File: config.mk
export PLATFORM = sky130hd
export DESIGN_NAME = ptpc_top
export DESIGN_NICKNAME = d
export VERILOG_FILES = /design/src/core/ptpc_sync.v /design/src/core/ptpc_top.v
export VERILOG_INCLUDE_DIRS = /design/src /design/src/core
export SDC_FILE = /design/constraint.sdc
export NUM_CORES = 1
export LEC_CHECK = 0
export BUFFER_PORTS_ARGS = -buffer_cell sky130_fd_sc_hd__buf_2
export CORE_MARGIN = 8
export CORE_UTILIZATION = 41
export DETAILED_ROUTE_END_ITERATION = 8
export PLACE_DENSITY = 0.77
export SYNTH_ARGS = -nofsm -noshare
export SYNTH_HDL_FRONTEND = slang
export SYNTH_SLANG_ARGS = --single-unit
File: constraint.sdc
create_clock -name CLOCK_IN -period 2.4 [get_ports CLOCK_IN]
set_clock_uncertainty 0.1 [all_clocks]
set_input_delay 0.6 -clock CLOCK_IN [delete_from_list [all_inputs] [get_ports CLOCK_IN]]
set_output_delay 0.6 -clock CLOCK_IN [all_outputs]
set_load 0.005 [all_outputs]
File: src/core/ptpc_map.vh
// Purpose: Register map and constants for the port T pin control block.
// Assumes: AXI4-Lite slave with 32-bit data, one aligned word per register.
// Notes:   Offsets, field positions and reset values live here only.
`ifndef PTPC_MAP_VH
`define PTPC_MAP_VH

// ====================
// Register byte offsets
`define PTPC_OFS_PORT_T_OUTPUT_VALUE  12'h240
`define PTPC_OFS_PORT_T_DIRECTION     12'h244
`define PTPC_OFS_PIN_MISC_CONTROL     12'h248
`define PTPC_OFS_EXT_IRQ_CONTROL      12'h24C
`define PTPC_OFS_FACTORY_TEST         12'h250
`define PTPC_OFS_EXT_IRQ_STATUS       12'h254

// ====================
// Field positions
`define PTPC_BIT_OVERCURRENT_ENABLE   7
`define PTPC_BIT_IRQ_EDGE_SELECT      7
`define PTPC_BIT_IRQ_CONNECT          6
`define PTPC_BIT_IRQ_PENDING          0

// ====================
// Reset values
`define PTPC_RST_PORT_T_OUTPUT_VALUE  4'h0
`define PTPC_RST_PORT_T_DIRECTION     4'h0
`define PTPC_RST_PIN_MISC_CONTROL     1'b0
`define PTPC_RST_IRQ_EDGE_SELECT      1'b0
`define PTPC_RST_IRQ_CONNECT          1'b0
`define PTPC_RST_FACTORY_TEST         8'h00

// ====================
// Bus responses
`define PTPC_RESP_OKAY                2'h0
`define PTPC_RESP_SLVERR              2'h2

`endif

File: src/core/ptpc_sync.v
// Purpose: Two-stage synchroniser for a group of asynchronous levels.
// Assumes: One clock, synchronous active-high reset.
// Notes:   Only the second stage may be read outside this module.
`timescale 1ns/1ns

module ptpc_sync #(
    parameter WIDTH = 5
) (
    input  wire             clk_in,
    input  wire             rst_in,
    input  wire [WIDTH-1:0] async_in,
    output wire [WIDTH-1:0] sync_out
);
    reg [WIDTH-1:0] stage_one;
    reg [WIDTH-1:0] stage_two;

    // ====================
    // Synchroniser stages
    always @(posedge clk_in) begin
        if (rst_in) begin
            stage_one <= {WIDTH{1'b0}};
            stage_two <= {WIDTH{1'b0}};
        end else begin
            stage_one <= async_in;
            stage_two <= stage_one;
        end
    end

    assign sync_out = stage_two;
endmodule

File: src/core/ptpc_top.v
// Purpose: Port T data path, external interrupt conditioner, misc control.
// Assumes: Registers over AXI4-Lite; peripheral signals are synchronous inputs, pins and interrupt pin are synchronised here.
// Notes:   Routing select inputs come from routing registers kept elsewhere.
//
// Functional notes
// RULE_01 - Misc bit 7 enables over-current detector.
// RULE_02 - Edge mode: falling edges detected any time; code latches them only while connect bit is set.
// RULE_03 - Latched edge clears only by reset/service; code also clears it on every cycle while edge select is zero.
// RULE_04 - Edge select zero means low level request.
// RULE_05 - Connect bit links interrupt pin to logic.
// RULE_06 - Edge select write once in normal mode.
// RULE_07 - Data read: register if output, else pin.
// RULE_08 - Plain output drives stored data bit.
// RULE_09 - SPI beats LIN, timer, GPIO on bits 3-2.
// RULE_10 - LIN beats timer and GPIO on bits 3-2.
// RULE_11 - Serial or LIN level beats timer on bit 1.
// RULE_12 - Serial beats timer and GPIO on bit 0.
// RULE_13 - Timer beats GPIO when nothing higher active.
// RULE_14 - PWM only if no driver route claims pin.
// RULE_15 - Compare withheld on high-side; capture off LIN receive.
// RULE_16 - Compare withheld on low-side driver pin.
// RULE_17 - Factory register writable in special mode only.
// RULE_18 - Direction one is output unless function forces.
// RULE_19 - Register reads are synchronous to clock.
// RULE_20 - Pins pass a two-stage synchroniser first.
`timescale 1ns/1ns
`include "ptpc_map.vh"

module ptpc_top (
    input  wire        CLOCK_IN,
    input  wire        SYS_RST_IN,
    input  wire        SPECIAL_MODE_IN,

    input  wire [11:0] S_AXI_AWADDR_IN,
    input  wire        S_AXI_AWVALID_IN,
    output wire        S_AXI_AWREADY_OUT,
    input  wire [31:0] S_AXI_WDATA_IN,
    input  wire [3:0]  S_AXI_WSTRB_IN,
    input  wire        S_AXI_WVALID_IN,
    output wire        S_AXI_WREADY_OUT,
    output reg  [1:0]  S_AXI_BRESP_OUT,
    output reg         S_AXI_BVALID_OUT,
    input  wire        S_AXI_BREADY_IN,
    input  wire [11:0] S_AXI_ARADDR_IN,
    input  wire        S_AXI_ARVALID_IN,
    output wire        S_AXI_ARREADY_OUT,
    output reg  [31:0] S_AXI_RDATA_OUT,
    output reg  [1:0]  S_AXI_RRESP_OUT,
    output reg         S_AXI_RVALID_OUT,
    input  wire        S_AXI_RREADY_IN,

    input  wire [3:0]  PORT_T_PIN_IN,
    output wire [3:0]  PORT_T_PIN_OUT,
    output wire [3:0]  PORT_T_PIN_OE_OUT,

    input  wire [3:2]  SPI_ENABLE_IN,
    input  wire [3:2]  SPI_DRIVE_IN,
    input  wire [3:2]  SPI_LEVEL_IN,
    output wire [3:2]  SPI_PIN_OUT,

    input  wire [3:2]  LIN_TRANSCEIVER_ROUTE_IN,
    input  wire [3:2]  LIN_DRIVE_IN,
    input  wire [3:2]  LIN_LEVEL_IN,
    output wire [3:2]  LIN_PIN_OUT,

    input  wire [1:0]  SERIAL_IFACE_ZERO_ROUTE_IN,
    input  wire [1:0]  SERIAL_IFACE_ZERO_DRIVE_IN,
    input  wire [1:0]  SERIAL_IFACE_ZERO_LEVEL_IN,
    output wire [1:0]  SERIAL_IFACE_ZERO_PIN_OUT,

    input  wire        LIN_DRIVER_LEVEL_BIT_ENABLE_IN,
    input  wire        LIN_DRIVER_LEVEL_BIT_IN,

    input  wire [3:0]  TIMER_CHANNEL_COMPARE_EN_IN,
    input  wire [3:0]  TIMER_CHANNEL_COMPARE_IN,
    output wire [3:0]  TIMER_CHANNEL_CAPTURE_OUT,

    input  wire [3:0]  PWM_ENABLE_IN,
    input  wire [3:0]  PWM_LEVEL_IN,
    input  wire [3:0]  HIGH_SIDE_DRIVER_ROUTE_IN,
    input  wire [3:0]  LOW_SIDE_DRIVER_ROUTE_IN,
    input  wire [3:0]  LIN_RECEIVE_PATH_IN,

    input  wire        EXT_IRQ_PIN_IN,
    input  wire        EXT_IRQ_SERVICE_IN,
    output wire        EXT_IRQ_REQUEST_OUT,
    output wire        OVERCURRENT_DETECT_ENABLE_OUT
);
    // ====================
    // Storage

    reg  [3:0] port_t_output_value;
    reg  [3:0] port_t_direction;

    reg        overcurrent_detect_enable;
    reg        ext_irq_edge_select;
    reg        ext_irq_edge_written;
    reg        ext_irq_connect;
    reg  [7:0] factory_test;

    reg        ext_irq_pending;
    reg        irq_level_prev;

    reg        aw_held;
    reg        w_held;
    reg [11:0] aw_addr;
    reg [31:0] w_data;
    reg  [3:0] w_strb;

    wire [4:0] sync_level;
    wire [3:0] pin_sync;
    wire       irq_sync;

    // ====================
    // Input synchronisers

    ptpc_sync #(
        .WIDTH (5)
    ) u_sync (
        .clk_in   (CLOCK_IN),
        .rst_in   (SYS_RST_IN),
        .async_in ({EXT_IRQ_PIN_IN, PORT_T_PIN_IN}),
        .sync_out (sync_level)
    ); // RULE_20
    assign pin_sync = sync_level[3:0];
    assign irq_sync = sync_level[4];

    // ====================
    // Pin priority multiplexing

    // Each bit is resolved highest owner first, so lower functions never glitch the pin.
    reg [3:0] pin_drive;
    reg [3:0] pin_oe;
    reg [3:0] alt_owned;
    integer   k;
    always @* begin
        pin_drive = 4'h0;
        pin_oe    = 4'h0;
        alt_owned = 4'h0;

        for (k = 0; k < 4; k = k + 1) begin
            if (k >= 2 && SPI_ENABLE_IN[k]) begin
                pin_drive[k] = SPI_LEVEL_IN[k]; // RULE_09
                pin_oe[k]    = SPI_DRIVE_IN[k];
                alt_owned[k] = 1'b1;
            end else if (k >= 2 && LIN_TRANSCEIVER_ROUTE_IN[k]) begin
                pin_drive[k] = LIN_LEVEL_IN[k]; // RULE_10
                pin_oe[k]    = LIN_DRIVE_IN[k];
                alt_owned[k] = 1'b1;
            end else if (k < 2 && SERIAL_IFACE_ZERO_ROUTE_IN[k]) begin
                pin_drive[k] = SERIAL_IFACE_ZERO_LEVEL_IN[k]; // RULE_11 RULE_12
                pin_oe[k]    = SERIAL_IFACE_ZERO_DRIVE_IN[k];
                alt_owned[k] = 1'b1;
            end else if (k == 1 && LIN_DRIVER_LEVEL_BIT_ENABLE_IN) begin
                pin_drive[k] = LIN_DRIVER_LEVEL_BIT_IN; // RULE_11
                pin_oe[k]    = 1'b1;
                alt_owned[k] = 1'b1;
            end else if (TIMER_CHANNEL_COMPARE_EN_IN[k] && !HIGH_SIDE_DRIVER_ROUTE_IN[k]
                         && !LOW_SIDE_DRIVER_ROUTE_IN[k]) begin
                pin_drive[k] = TIMER_CHANNEL_COMPARE_IN[k]; // RULE_13 RULE_15 RULE_16
                pin_oe[k]    = 1'b1;
                alt_owned[k] = 1'b1;
            end else if (PWM_ENABLE_IN[k] && !HIGH_SIDE_DRIVER_ROUTE_IN[k]
                         && !LOW_SIDE_DRIVER_ROUTE_IN[k]) begin
                pin_drive[k] = PWM_LEVEL_IN[k]; // RULE_14
                pin_oe[k]    = 1'b1;
                alt_owned[k] = 1'b1;
            end else begin
                pin_drive[k] = port_t_output_value[k]; // RULE_08
                pin_oe[k]    = port_t_direction[k]; // RULE_18
            end
        end
    end

    assign PORT_T_PIN_OUT            = pin_drive;
    assign PORT_T_PIN_OE_OUT         = pin_oe;

    assign SPI_PIN_OUT               = pin_sync[3:2];
    assign LIN_PIN_OUT               = pin_sync[3:2];
    assign SERIAL_IFACE_ZERO_PIN_OUT = pin_sync[1:0];
    assign TIMER_CHANNEL_CAPTURE_OUT = pin_sync & ~LIN_RECEIVE_PATH_IN; // RULE_15

    // ====================
    // External interrupt conditioner

    wire irq_falling = irq_level_prev & ~irq_sync;

    always @(posedge CLOCK_IN) begin
        if (SYS_RST_IN) begin
            irq_level_prev  <= 1'b0;
            ext_irq_pending <= 1'b0;
        end else begin
            irq_level_prev <= irq_sync;
            // A new edge in the servicing cycle wins, so it is never lost.
            if (ext_irq_edge_select && ext_irq_connect && irq_falling) begin
                ext_irq_pending <= 1'b1; // RULE_02
            end else if (EXT_IRQ_SERVICE_IN || !ext_irq_edge_select) begin
                ext_irq_pending <= 1'b0; // RULE_03
            end
        end
    end

    assign EXT_IRQ_REQUEST_OUT = ext_irq_connect &
        (ext_irq_edge_select ? ext_irq_pending : ~irq_sync); // RULE_04 RULE_05

    assign OVERCURRENT_DETECT_ENABLE_OUT = overcurrent_detect_enable; // RULE_01

    // ====================
    // AXI4-Lite write channel

    wire [11:0] wr_addr  = S_AXI_AWVALID_IN && !aw_held ? S_AXI_AWADDR_IN : aw_addr;
    wire [31:0] wr_data  = S_AXI_WVALID_IN && !w_held ? S_AXI_WDATA_IN : w_data;
    wire [3:0]  wr_strb  = S_AXI_WVALID_IN && !w_held ? S_AXI_WSTRB_IN : w_strb;

    wire        have_aw  = aw_held | S_AXI_AWVALID_IN;
    wire        have_w   = w_held | S_AXI_WVALID_IN;
    wire        do_write = have_aw && have_w && !S_AXI_BVALID_OUT;
    wire        lane0    = wr_strb[0];

    assign S_AXI_AWREADY_OUT = !aw_held && !S_AXI_BVALID_OUT;
    assign S_AXI_WREADY_OUT  = !w_held && !S_AXI_BVALID_OUT;

    function addr_known;
        input [11:0] a;
        begin
            addr_known = (a == `PTPC_OFS_PORT_T_OUTPUT_VALUE) ||
                         (a == `PTPC_OFS_PORT_T_DIRECTION) ||
                         (a == `PTPC_OFS_PIN_MISC_CONTROL) ||
                         (a == `PTPC_OFS_EXT_IRQ_CONTROL) ||
                         (a == `PTPC_OFS_FACTORY_TEST) ||
                         (a == `PTPC_OFS_EXT_IRQ_STATUS);
        end
    endfunction

    always @(posedge CLOCK_IN) begin
        if (SYS_RST_IN) begin
            aw_held          <= 1'b0;
            w_held           <= 1'b0;
            aw_addr          <= 12'h000;
            w_data           <= 32'h00000000;
            w_strb           <= 4'h0;
            S_AXI_BVALID_OUT <= 1'b0;
            S_AXI_BRESP_OUT  <= `PTPC_RESP_OKAY;
        end else begin
            if (S_AXI_BVALID_OUT && S_AXI_BREADY_IN) begin
                S_AXI_BVALID_OUT <= 1'b0;
            end

            if (do_write) begin
                aw_held          <= 1'b0;
                w_held           <= 1'b0;
                S_AXI_BVALID_OUT <= 1'b1;
                S_AXI_BRESP_OUT  <= addr_known({wr_addr[11:2], 2'b00}) ?
                                    `PTPC_RESP_OKAY : `PTPC_RESP_SLVERR;
            end else begin
                if (S_AXI_AWVALID_IN && S_AXI_AWREADY_OUT) begin
                    aw_held <= 1'b1;
                    aw_addr <= S_AXI_AWADDR_IN;
                end
                if (S_AXI_WVALID_IN && S_AXI_WREADY_OUT) begin
                    w_held <= 1'b1;
                    w_data <= S_AXI_WDATA_IN;
                    w_strb <= S_AXI_WSTRB_IN;
                end
            end
        end
    end

    // ====================
    // Register updates

    wire [11:0] wr_word = {wr_addr[11:2], 2'b00};

    always @(posedge CLOCK_IN) begin
        if (SYS_RST_IN) begin
            port_t_output_value       <= `PTPC_RST_PORT_T_OUTPUT_VALUE;
            port_t_direction          <= `PTPC_RST_PORT_T_DIRECTION;
            overcurrent_detect_enable <= `PTPC_RST_PIN_MISC_CONTROL;
            ext_irq_edge_select       <= `PTPC_RST_IRQ_EDGE_SELECT;
            ext_irq_edge_written      <= 1'b0;
            ext_irq_connect           <= `PTPC_RST_IRQ_CONNECT;
            factory_test              <= `PTPC_RST_FACTORY_TEST;
        end else if (do_write && lane0) begin
            if (wr_word == `PTPC_OFS_PORT_T_OUTPUT_VALUE) begin
                port_t_output_value <= wr_data[3:0];
            end else if (wr_word == `PTPC_OFS_PORT_T_DIRECTION) begin
                port_t_direction <= wr_data[3:0];
            end else if (wr_word == `PTPC_OFS_PIN_MISC_CONTROL) begin
                overcurrent_detect_enable <= wr_data[`PTPC_BIT_OVERCURRENT_ENABLE]; // RULE_01
            end else if (wr_word == `PTPC_OFS_EXT_IRQ_CONTROL) begin
                ext_irq_connect <= wr_data[`PTPC_BIT_IRQ_CONNECT]; // RULE_05
                if (SPECIAL_MODE_IN || !ext_irq_edge_written) begin
                    ext_irq_edge_select  <= wr_data[`PTPC_BIT_IRQ_EDGE_SELECT]; // RULE_06
                    ext_irq_edge_written <= 1'b1;
                end
            end else if (wr_word == `PTPC_OFS_FACTORY_TEST) begin
                if (SPECIAL_MODE_IN) begin
                    factory_test <= wr_data[7:0]; // RULE_17
                end
            end
        end
    end

    // ====================
    // AXI4-Lite read channel

    reg [31:0] next_rdata;
    wire [11:0] rd_word = {S_AXI_ARADDR_IN[11:2], 2'b00};
    assign S_AXI_ARREADY_OUT = !S_AXI_RVALID_OUT;

    always @* begin
        next_rdata = 32'h00000000;
        if (rd_word == `PTPC_OFS_PORT_T_OUTPUT_VALUE) begin
            next_rdata[3:0] = (port_t_direction & port_t_output_value) |
                              (~port_t_direction & pin_sync); // RULE_07
        end else if (rd_word == `PTPC_OFS_PORT_T_DIRECTION) begin
            next_rdata[3:0] = port_t_direction;
        end else if (rd_word == `PTPC_OFS_PIN_MISC_CONTROL) begin
            next_rdata[`PTPC_BIT_OVERCURRENT_ENABLE] = overcurrent_detect_enable;
        end else if (rd_word == `PTPC_OFS_EXT_IRQ_CONTROL) begin
            next_rdata[`PTPC_BIT_IRQ_EDGE_SELECT] = ext_irq_edge_select;
            next_rdata[`PTPC_BIT_IRQ_CONNECT]     = ext_irq_connect;
        end else if (rd_word == `PTPC_OFS_FACTORY_TEST) begin
            next_rdata[7:0] = factory_test;
        end else if (rd_word == `PTPC_OFS_EXT_IRQ_STATUS) begin
            next_rdata[`PTPC_BIT_IRQ_PENDING] = ext_irq_pending;
        end
    end

    // Read data is registered so software always sees a clocked value.
    always @(posedge CLOCK_IN) begin
        if (SYS_RST_IN) begin
            S_AXI_RVALID_OUT <= 1'b0;
            S_AXI_RDATA_OUT  <= 32'h00000000;
            S_AXI_RRESP_OUT  <= `PTPC_RESP_OKAY;
        end else if (S_AXI_ARVALID_IN && S_AXI_ARREADY_OUT) begin
            S_AXI_RVALID_OUT <= 1'b1;
            S_AXI_RDATA_OUT  <= next_rdata; // RULE_19
            S_AXI_RRESP_OUT  <= addr_known(rd_word) ? `PTPC_RESP_OKAY : `PTPC_RESP_SLVERR;
        end else if (S_AXI_RVALID_OUT && S_AXI_RREADY_IN) begin
            S_AXI_RVALID_OUT <= 1'b0;
        end
    end
endmodule

; ---- Yosys cells after proc, flatten, opt, wreduce, memory -nomap -nowiden
; Cells that the tools add are included.
[op_classes]
eq_ne = 12
n_reduce_logical = 68
shift = 0
mul = 0
order_cmp = 0
addsub = 0
div = 0
n_mux = 53
bitwise_logic = 16
[op_table]
columns = operator, count
row1 = $eq A10 B8 Y1 const B, 12
row2 = $mux W1, 41
row3 = $logic_and A1 B1 Y1, 30
row4 = $mux W4, 4
row5 = $logic_not A1 Y1, 14
row6 = $mux W7, 2
row7 = $and A4 B4 Y4, 3
row8 = $logic_or A1 B1 Y1, 12
row9 = $mux W12, 1
row10 = $mux W8, 1
row11 = $not A4 Y4, 2
row12 = $reduce_and A7 Y1, 1
row13 = $mux W2, 3
row14 = $mux W6, 1
row15 = $not A1 Y1, 6
row16 = $reduce_and A2 Y1, 3
row17 = $reduce_and A6 Y1, 1
row18 = $reduce_bool A2 Y1, 3
row19 = $reduce_and A5 Y1, 1
row20 = $or A4 B4 Y4, 1
row21 = $reduce_and A4 Y1, 1
row22 = $reduce_and A3 Y1, 1
row23 = $and A1 B1 Y1, 2
row24 = $or A1 B1 Y1, 2
row25 = $reduce_or A2 Y1, 1
[totals]
latchBits = 0
romBits = 0
word_cells = 170
ramBits = 0
ff_bits = 69
input_bits = 122
memories = 0
out_inout_bits = 61

; ---- Logic depth before layout (Yosys ltp)
; Gate-level depths: netlist of run 1.
[depth]
word_depth = 10
depth_mapped = 6

; ---- Modules after synthesis
; A second synthesis of run 1 with hierarchy kept.
[hier_totals]
cells_unflattened = 411
hier_area_um2 = 3337.0
[modules_own_cells]
columns = module, area_each_um2, cells_per_inst, seq_area_each_um2, instances
row1 = ptpc_top, 3074.2, 391, 1101.1, 1
row2 = ptpc_sync, 262.8, 20, 200.2, 1

; ---- Worst setup path before layout of run 1
; No wires, ideal clock.
[synth_path]
path_type = input to register
start = input S_AXI_AWADDR_IN[7]
end = register port_t_output_value[0]
t_required_ns = 2.179
path_stages = 5
setup_time_ns = 0.121
setup_slack_ns = 0.097
arrival_ns = 2.083
path_cell_list = nor4b_1 nand4_1 a221oi_4 o21a_1 mux2_2
[synth_via]
elab_chain_cells = 3
[synth_lines]
columns = item, line
row1 = start: declaration, ptpc_top.v:34  ; input wire [11:0] S_AXI_AWADDR_IN,
row2 = $mux W12, ptpc_top.v:211  ; wire [11:0] wr_addr = S_AXI_AWVALID_IN && !aw_held ? S_AXI_AWADDR_IN : aw_addr;
row3 = $eq A10 B8 Y1 (no source line), -
row4 = $reduce_and A2 Y1 (no source line), -
row5 = end signal: assignment, ptpc_top.v:276  ; port_t_output_value <= `PTPC_RST_PORT_T_OUTPUT_VALUE;
row6 = end signal: assignment, ptpc_top.v:285  ; port_t_output_value <= wr_data[3:0];
row7 = end: declaration, ptpc_top.v:92  ; reg [3:0] port_t_output_value;
; No other way between the ends.
; A chain may end at the register's enable or synchronous reset.

; ---- Worst setup path in the final report of run 1
[layout_path]
start = input LOW_SIDE_DRIVER_ROUTE_IN[3]
end = output PORT_T_PIN_OUT[3]
[layout_via]
elab_chain_cells = 6
[layout_lines]
columns = item, line
row1 = start: declaration, ptpc_top.v:81  ; input wire [3:0] LOW_SIDE_DRIVER_ROUTE_IN,
row2 = $logic_not A1 Y1 (*), "ptpc_top.v:159, ptpc_top.v:164"
row3 = $logic_and A1 B1 Y1, ptpc_top.v:164  ; && !LOW_SIDE_DRIVER_ROUTE_IN[k]) begin
row4 = $mux W1, ptpc_top.v:163  ; end else if (PWM_ENABLE_IN[k] && !HIGH_SIDE_DRIVER_ROUTE_IN[k]
row5 = $mux W1 (*), ptpc_top.v:158  ; end else if (TIMER_CHANNEL_COMPARE_EN_IN[k] && !HIGH_SIDE_DRIVER_ROUTE_IN[k]
row6 = $mux W1 (*), ptpc_top.v:146  ; end else if (k >= 2 && LIN_TRANSCEIVER_ROUTE_IN[k]) begin
row7 = $mux W1 (*), ptpc_top.v:142  ; if (k >= 2 && SPI_ENABLE_IN[k]) begin
row8 = end: declaration, ptpc_top.v:53  ; output wire [3:0] PORT_T_PIN_OUT,
; Every way passes the cells marked *; elsewhere a longest branch is shown, timed or not.

==> metrics.cfg, run 1 <==
[status]
outcome=finished clean

[die]
die-area_um2=11400
die_h_um=107
start_util_pct=41.7
rows=33
die_w_um=107
pin_count=183
coreArea_um2=8130

[final_layout]
n_antenna_cell=0
regArea_um2=1300
final_cell_area_um2=4330
layout.cells.non_filler=636
syn2layout_area_growth_pct=27.5
multiInputGateArea_um2=1870
final_core_util_pct=53.2
drive_gt1_share_pct=34.8
fillers=736
fin_nets=648

[critical_path]
crit_family=compound AO/OA/AOI/OAI gates
rr_endpoint=port_t_output_value[3]$_SDFFE_PP0P_
rrSetupSlack_ps=260
worstSetupEndpointType=output port
rr_worst_depth=5
cp_common_cell=buf_2
critical_path.slowest_cell=mux2_2
crit_chain=buf_2 > nor2_1 > o21ai_1 > a22oi_1 > o21ai_0 > mux2_2 > buf_2
slowest_delay_ps=270
critPathBufInv=2
worstSetupPathType=primary input to output port
cp-start-kind=primary input
crit_required_ps=1700
r2r_start=aw_addr[7]$_SDFFE_PP0P_
cp_max_fo=2
worstPathArrival_ps=1610

[power]
p_comb_share_pct=14.5
peakVddDrop_v=0.000294
sw_frac_of_total_pct=24.9
p_leak_nw=2.06
p_total_mw=2.57
p_int_mw=1.93
p_seq_share_pct=44.5
clockPowerShare_pct=41.0
p_switching_uw=639
power_density_nw_per_um2=594

[hold_path]
worstHoldStart=u_sync.stage_one[3]$_SDFF_PP0_
holdCritPathClass=register to register
holdPathEnd=u_sync.sync_out[3]$_SDFF_PP0_
whs_path_depth=1

[global_route]
antenna_found_initial=0
grt_pass1_wl_um=14600
grt_max_degree=35
grt_pass1_vias=3158
grtUsageTotal_pct=15.9
grt-ovfl-total=0

[placed_design]
dp_cells=620
gp_congestion=0.842
dpl_worst_slack_ps=-218
port_buffers=125
dp_hpwl_um=7510
dpl_cell_area_um2=4100

[clocking]
cts_sinks=65
clk_path_buf_depth=2
clkSlewWorstSetupHoldPaths_ps=70
ctsRootBufferMaster=clkbuf_8
cts_max_level=3
cts_inserted_buffers=9
cts_tree=yes
clk_latency_ps=340
postCtsHoldBufs=0

[yosys]
synth_edf_count=0
syn_inst=391
ys.flop_type=dfxtp_1
ys_top_cells_by_area=dfxtp_1 (38%), mux2i_1 (7.4%), buf_4 (7.3%)
yosys.area.top_type=dfxtp_1
synthArstFlopShare_pct=0
ys_ff_latch=65
yosysMostFrequentCell=dfxtp_1
syn_area_per_cell_um2=8.68
synth.distinct_cells=45
synth_commonest_cells=dfxtp_1 (65), nor2_1 (43), nand2_1 (34)
syn-cell-area_um2=3390
ys_seq_area_share_pct=38.3
yosys_warnings=0
synth_top_area_share_pct=38.3

[timing]
slew_violations=0
fmax_ghz=0.433
min_period_ps=2310
min_period_over_period_pct=96.3
setup_viol_count_final=0
max_slew.worst_pin.slew_ps=610
relSlewSlack_pct=59.3
hold_viol_final=0
fin_worst_hold_slack_ps=338
rsz0062_at_grt=false
setup_slack_ps=88.8
tns_ps=0

[route]
avgViaCountPerCell=5.00
drc=0
totalWireLength_um=9430
wire_per_inst_um=14.8
detail-route-antenna-nets=0
dr.pass1.iters=4
vias=3180
drt-initial-drc-count=229

[job]
maxCapViolations=0

==> registers in the layout, summed over array words and instances (netlist names) <==
| signal | cells |
|---|---|
| OVERCURRENT_DETECT_ENABLE_OUT | 1 |
| S_AXI_BRESP_OUT | 1 |
| S_AXI_BVALID_OUT | 1 |
| S_AXI_RDATA_OUT | 8 |
| S_AXI_RRESP_OUT | 1 |
| S_AXI_RVALID_OUT | 1 |
| aw_addr | 10 |
| aw_held | 1 |
| ext_irq_connect | 1 |
| ext_irq_edge_select | 1 |
| ext_irq_edge_written | 1 |
| ext_irq_pending | 1 |
| factory_test | 8 |
| irq_level_prev | 1 |
| port_t_direction | 4 |
| port_t_output_value | 4 |
| u_sync.stage_one | 5 |
| u_sync.sync_out | 5 |
| w_data | 8 |
| w_held | 1 |
| w_strb | 1 |
==> kinds of logic (layout without fill, tap and decap cells) <==
| group | Yosys count | count (layout) | share of synthesized area [%] |
|---|---|---|---|
| AO/OA/AOI/OAI | 68 | 68 | 13.0 |
| multiplexers | 43 | 43 | 14.2 |
| buffers and inverters | 54 | 169 | 9.73 |
| flip-flops | 65 | 65 | 38.3 |
| AND/OR/NAND/NOR | 160 | 160 | 24.5 |
| other | 1 | 26 | 0.110 |
==> cells in the final DEF (no fill, tap or decap), types with 4 or more instances in the layout <==
cell type / Yosys / routed
o21ai_0: 16 / 13
buf_2: 3 / 125
a21oi_1: 24 / 24
mux2i_1: 25 / 25
mux2_4: 5 / 5
a22oi_1: 6 / 6
a211oi_1: 5 / 5
clkbuf_8: 0 / 11
nor3b_1: 5 / 5
nor2b_1: 33 / 33
buf_4: 33 / 19
nor2_1: 43 / 42
mux2_2: 12 / 12
nand3_1: 8 / 8
conb_1: 1 / 26
nand3b_1: 4 / 4
nor3_1: 9 / 9
nand2_1: 34 / 34
inv_1: 9 / 9
dfxtp_1: 65 / 65
nand2b_1: 7 / 7
==> routing by layer <==
metal	up-vias	track usage (%)	wire [um]
met5	-	0	0
met2	117	26.8	4590
met1	1472	17.2	3730
met3	23	5.52	844
met4	0	8.44	271
li1	1568	-	-
==> power by group through the flow <==
stage	combinational [mW]	sequential, mW	clock (mW)
finish	0.372	1.15	1.05
global route	0.414	1.15	1.12
CTS	0.371	1.14	1.07
detailed placement	0.369	1.17	0
global placement	0.357	1.17	0
floorplan	0.226	1.16	0
==> layout make-up <==
class                      instances  area share, %
clock buffer                      11           3.50
timing repair buffer             144           17.7
multi-input combinational        297           43.1
tap                              105           3.03
inverter                           9          0.780
clock inverter                     5           1.79
sequential                        65           30.1
==> timing repair <==
action | 4_1_cts | 5_1_grt
setup buffers | 0 | 0
hold endpoints to repair | 0 | 0
setup endpoints to repair | 0 | 3
resized for setup | 0 | 4
==> how the worst max path moves through the flow <==
stage	startpoint	slack, ps	cells after the start	endpoint
after CTS	LOW_SIDE_DRIVER_ROUTE_IN[3]	50	7	PORT_T_PIN_OUT[3]
after global routing	LOW_SIDE_DRIVER_ROUTE_IN[2]	7	7	PORT_T_PIN_OUT[2]
after global placement	S_AXI_AWADDR_IN[7]	-220	6	port_t_output_value[1]$_SDFFE_PP0P_
final	LOW_SIDE_DRIVER_ROUTE_IN[3]	90	7	PORT_T_PIN_OUT[3]
after detailed placement	S_AXI_AWADDR_IN[7]	-220	6	port_t_output_value[0]$_SDFFE_PP0P_
after floorplan	S_AXI_AWADDR_IN[7]	100	5	port_t_output_value[0]$_SDFFE_PP0P_
No activity file was read; power rests on OpenSTA's default activity.
==> run 2: changes to the inputs <==
CAP_MARGIN = 10   (was default)
PLACE_DENSITY = 0.74   (was 0.77)
SLEW_MARGIN = 10   (was default)
==> run 2 against run 1 <==
Compared with the run above: clock-buffer cell count is 2 lower; utilization is 0.43 points lower; global-route usage is 0.85 points lower; final cell count is 0.16% lower; worst setup slack better by 7.7 ps; sequential cell count stayed put; die area stayed put; register-to-register slack hardly changed; sequential power hardly changed; first-iteration DRC count is 24% lower; via count is 2.6% lower; critical path type unchanged.
==> metrics.cfg, run 2 (synthesis results as in run 1) <==
[global_route]
antenna_found_initial=0  ; unchanged
grtUsageTotal_pct=15.0  ; -0.85 points
grt_pass1_wl_um=14000  ; -4.4%
grt_max_degree=24  ; -31%
grt-ovfl-total=0  ; unchanged
grt_pass1_vias=3034  ; -3.9%

[timing]
relSlewSlack_pct=67.2  ; +7.9 points
max_slew.worst_pin.slew_ps=485  ; -125 ps
fin_worst_hold_slack_ps=333  ; -4.90 ps
min_period_over_period_pct=96.0  ; -0.32 points
tns_ps=0  ; unchanged
setup_viol_count_final=0  ; unchanged
fmax_ghz=0.434  ; +0.33%
slew_violations=0  ; unchanged
min_period_ps=2300  ; -7.67 ps
hold_viol_final=0  ; unchanged
rsz0062_at_grt=false

[route]
drc=0  ; unchanged
avgViaCountPerCell=4.88  ; -2.5%
drt-initial-drc-count=173  ; -24%
dr.pass1.iters=5  ; +1
detail-route-antenna-nets=0  ; unchanged
vias=3097  ; -2.6%
totalWireLength_um=8940  ; -5.2%
wire_per_inst_um=14.1  ; -5.0%

[clocking]
cts_max_level=3  ; unchanged
cts_inserted_buffers=9  ; unchanged
cts_sinks=65  ; unchanged
cts_tree=yes
ctsRootBufferMaster=clkbuf_8
clk_path_buf_depth=2  ; unchanged
clk_latency_ps=340  ; about the same
clkSlewWorstSetupHoldPaths_ps=80  ; about the same

[hold_path]
whs_path_depth=2  ; +1
worstHoldStart=S_AXI_RREADY_IN
holdCritPathClass=primary input to register

[final_layout]
syn2layout_area_growth_pct=26.5
most-common-layout-cells=buf_2 (125), dfxtp_1 (65), nor2_1 (42)
largest_register_ffs=10  ; unchanged
layout.cells.non_filler=635  ; -0.16%
final_common_cell=buf_2
regMostFlops=aw_addr
fin_nets=647  ; -0.15%
fillers=764  ; +3.8%
n_antenna_cell=0  ; unchanged
drive_gt1_share_pct=34.7  ; -0.12 points

[die]
die_w_um=107  ; unchanged
die-area_um2=11400  ; unchanged
pin_count=183  ; unchanged
rows=33  ; unchanged
start_util_pct=41.7  ; unchanged
die_h_um=107  ; unchanged
coreArea_um2=8130  ; unchanged

[critical_path]
crit_required_ps=1700  ; about the same
worstSetupEndpointType=output port
crit_start=TIMER_CHANNEL_COMPARE_EN_IN[1]
r2r_start=aw_addr[7]$_SDFFE_PP0P_
cp_max_fo=3  ; +1
rr_worst_depth=5  ; unchanged
worstSetupPathType=primary input to output port
worstPathArrival_ps=1600  ; about the same
cp-start-kind=primary input

[placed_design]
dp_hpwl_um=7280  ; -3.1%
port_buffers=125  ; unchanged
dp_cells=619  ; -0.16%
gp_congestion=0.856  ; +1.7%

[status]
outcome=finished clean

[power]
p_seq_share_pct=46.7  ; +2.2 points
peakVddDrop_v=0.000262  ; -11%
p_int_mw=1.78  ; -7.8%
p_switching_uw=666  ; +4.2%
power_density_nw_per_um2=570  ; -4.0%
sw_frac_of_total_pct=27.2  ; +2.3 points
clockPowerShare_pct=38.3  ; -2.7 points
p_comb_share_pct=15.0  ; +0.5 points
p_leak_nw=2.04  ; -1.0%

[job]
maxCapViolations=0  ; unchanged

[run 2: changes by cell type in the layout (fill, tap and decap cells not counted), sizes merged]
| cell | change |
|---|---|
| bufinv | -1 |
| inv | +2 |
| clkbuf | -2 |
| clkinv | +1 |
| buf | -1 |
[run 2: worst paths after layout]
| kind | endpoint | slack, ps |
|---|---|---|
| setup / recovery | PORT_T_PIN_OUT[1] | 100 |
| hold / removal | S_AXI_RVALID_OUT$_SDFFE_PP0P_ | 330 |
| setup reg to reg | port_t_direction[3]$_SDFFE_PP0P_ | 260 |
| hold reg to reg | u_sync.sync_out[3]$_SDFF_PP0_ | 350 |
[run 2: worst max-delay path, stage by stage]
cell and delay (ps):
buf_2 110, nand3b_1 150, a211o_1 290, a21oi_1 120
a21oi_1 50, o21ai_0 140, buf_2 140
[run 2: final cells by class]
class | instances | area, um^2 | area share (%)
clock inverter | 7 | 77.6 | 1.81
sequential | 65 | 1300 | 30.3
inverter | 9 | 33.8 | 0.787
timing repair buffer | 143 | 761 | 17.7
multi-input combinational | 297 | 1870 | 43.4
clock buffer | 9 | 124 | 2.88
tap | 105 | 131 | 3.06
[run 2: power by group through the flow]
| stage | Clock, mW | Sequential, mW | Combinational (mW) |
|---|---|---|---|
| final | 0.937 | 1.14 | 0.368 |
| after global routing | 1.01 | 1.15 | 0.410 |
| after CTS | 0.964 | 1.14 | 0.368 |
| after detailed placement | 0 | 1.17 | 0.366 |
| after global placement | 0 | 1.17 | 0.357 |
| after floorplan | 0 | 1.16 | 0.226 |
[run 2: layer usage]
layer	up-vias	GRT usage (%)	part of all wire, %
li1	1567	-	-
met1	1421	17.0	41
met2	99	25.8	49
met3	10	4.38	8.7
met4	0	6.23	1.7
met5	-	0	0
[run 2: stage by stage]
step	instance area, um^2	setup slack (ps)	power, mW	utilization [%]
6_report	4290	96.5	2.45	52.8
5_1_grt	4290	9.61	2.56	52.8
4_1_cts	4290	78.0	2.47	52.8
3_5_place_dp	4090	-187	1.53	50.3
3_3_place_gp	4090	-191	1.52	50.3
2_1_floorplan	3490	96.6	1.39	-
[run 2: timing repair]
action / in CTS / in global routing
endpoints found under the setup margin: 0 / 2
setup buffers: 0 / 0
resized for setup: 0 / 4
hold buffers: 0 / 0
==> run 3: changes to the inputs <==
SETUP_SLACK_MARGIN = 0.3   (was default)
==> run 3 against run 2 <==
Compared with the run above: routed wire length is 5.3% higher; non-clock buffer count is 2 lower; first-iteration DRC count rose by 17%; hold slack better by 6.0 ps; die area is the same; register-to-register slack better by 90 ps; cell area is 3.9% higher; utilization is 2.0 points higher; fmax up 3.9%; critical endpoint unchanged.
==> metrics.cfg, run 3 (synthesis results as in run 1) <==
[power]
p_int_mw=1.80  ; +0.75%
p_seq_share_pct=47.4  ; +0.7 points
sw_frac_of_total_pct=25.7  ; -1.5 points
peakVddDrop_v=0.000470  ; +79%
p_switching_uw=621  ; -6.8%
power_density_nw_per_um2=542  ; -5.0%
clockPowerShare_pct=36.2  ; -2.1 points
p_comb_share_pct=16.3  ; +1.3 points
p_leak_nw=2.09  ; +2.3%

[final_layout]
fillers=701  ; -8.2%
fin_nets=645  ; -0.31%
layout.cells.non_filler=633  ; -0.31%
drive_gt1_share_pct=37.1  ; +2.4 points
most-common-layout-cells=buf_2 (117), dfxtp_1 (65), nor2_1 (40)
final_cell_area_um2=4460  ; +3.9%
syn2layout_area_growth_pct=31.4
n_antenna_cell=0  ; unchanged
final_common_cell=buf_2
largest_register_ffs=10  ; unchanged
regMostFlops=aw_addr

[timing]
fmax_ghz=0.451  ; +3.9%
fin_worst_hold_slack_ps=339  ; +6.00 ps
setup_slack_ps=183  ; +86.3 ps
slew_violations=0  ; unchanged
min_period_ps=2220  ; -86.3 ps
rsz0062_at_grt=true
setup_viol_count_final=0  ; unchanged
hold_viol_final=0  ; unchanged
tns_ps=0  ; unchanged
relSlewSlack_pct=65.8  ; -1.4 points
max_slew.worst_pin.slew_ps=508  ; +23.2 ps
min_period_over_period_pct=92.4  ; -3.6 points

[route]
totalWireLength_um=9410  ; +5.3%
avgViaCountPerCell=4.96  ; +1.6%
dr.pass1.iters=5  ; unchanged
drc=0  ; unchanged
wire_per_inst_um=14.9  ; +5.6%
drt-initial-drc-count=202  ; +17%
vias=3138  ; +1.3%
detail-route-antenna-nets=0  ; unchanged

[critical_path]
crit_required_ps=1700  ; about the same
critical_path.slowest_cell=a211o_1
cp-start-kind=primary input
crit_chain=buf_6 > nand3b_1 > a211o_1 > a21oi_2 > a21oi_1 > o21ai_1 > buf_2
worstSetupEndpointType=output port
cp_max_fo=3  ; unchanged
crit_family=compound AO/OA/AOI/OAI gates
slowest_delay_ps=270  ; -20 ps
worstPathArrival_ps=1520  ; -80 ps
worstSetupPathType=primary input to output port
critPathBufInv=2  ; unchanged

[clocking]
cts_sinks=65  ; unchanged
clkSlewWorstSetupHoldPaths_ps=60  ; -20 ps
clk_path_buf_depth=2  ; unchanged
ctsRootBufferMaster=clkbuf_8
clk_latency_ps=340  ; about the same
postCtsHoldBufs=0  ; unchanged
cts_max_level=3  ; unchanged
cts_tree=yes
cts_inserted_buffers=9  ; unchanged

[hold_path]
holdCritPathClass=register to register

[die]
pin_count=183  ; unchanged
rows=33  ; unchanged
start_util_pct=41.7  ; unchanged
die-area_um2=11400  ; unchanged
coreArea_um2=8130  ; unchanged
die_w_um=107  ; unchanged
die_h_um=107  ; unchanged

[global_route]
grt_pass1_wl_um=15000  ; +7.0%
grt-ovfl-total=0  ; unchanged
antenna_found_initial=0  ; unchanged
grtUsageTotal_pct=16.1  ; +1.1 points
grt_max_degree=44  ; +83%
grt_pass1_vias=3191  ; +5.2%

[placed_design]
dp_cells=612  ; -1.1%
dpl_worst_slack_ps=-117  ; +70.4 ps
gp_congestion=0.875  ; +2.2%
dp_hpwl_um=7450  ; +2.3%
dpl_cell_area_um2=4080  ; -0.18%
port_buffers=125  ; unchanged

[status]
outcome=finished clean

[job]
maxCapViolations=0  ; unchanged

[run 3: power groups by stage]
| stage | Combinational (mW) | Sequential (mW) | Clock [mW] |
|---|---|---|---|
| after global placement | 0.353 | 1.17 | 0 |
| after floorplan | 0.227 | 1.16 | 0 |
| after CTS | 0.387 | 1.14 | 0.896 |
| final | 0.395 | 1.15 | 0.875 |
| after detailed placement | 0.364 | 1.17 | 0 |
| after global routing | 0.439 | 1.15 | 0.951 |
[run 3: worst paths after layout]
path	startpoint	endpoint	slack [ps]	cells after the start
min	u_sync.stage_one[1]$_SDFF_PP0_	u_sync.sync_out[1]$_SDFF_PP0_	340	1
max reg2reg	aw_held$_SDFFE_PP0P_	port_t_output_value[2]$_SDFFE_PP0P_	350	6
max	TIMER_CHANNEL_COMPARE_EN_IN[1]	PORT_T_PIN_OUT[1]	180	7
min reg2reg	u_sync.stage_one[1]$_SDFF_PP0_	u_sync.sync_out[1]$_SDFF_PP0_	340	1
[run 3: stage by stage]
stage | utilization, % | power [mW]
after detailed placement | 50.2 | 1.53
after global routing | 54.8 | 2.54
final | 54.8 | 2.42
after floorplan | - | 1.39
after CTS | 54.0 | 2.43
after global placement | 50.2 | 1.52
[run 3: layer usage]
metal	vias up	track usage (%)	part of all wire, %
met5	-	0	0
li1	1564	-	-
met4	0	6.63	1.6
met3	11	5.76	9.7
met2	122	29.0	51
met1	1441	16.6	37
[run 3: final cells by class]
| class | instances | area (um^2) | area share, % |
|---|---|---|---|
| inverter | 9 | 33.8 | 0.757 |
| multi-input combinational | 297 | 1980 | 44.3 |
| sequential | 65 | 1300 | 29.2 |
| tap | 105 | 131 | 2.95 |
| clock inverter | 2 | 10.0 | 0.224 |
| timing repair buffer | 141 | 823 | 18.5 |
| clock buffer | 14 | 183 | 4.10 |
[run 3: repair_timing]
action	in CTS	in global routing
endpoints found under the hold margin	0	0
buffers inserted	4	1
pin swaps	12	7
setup endpoints to repair	13	19
gates resized for setup	26	15
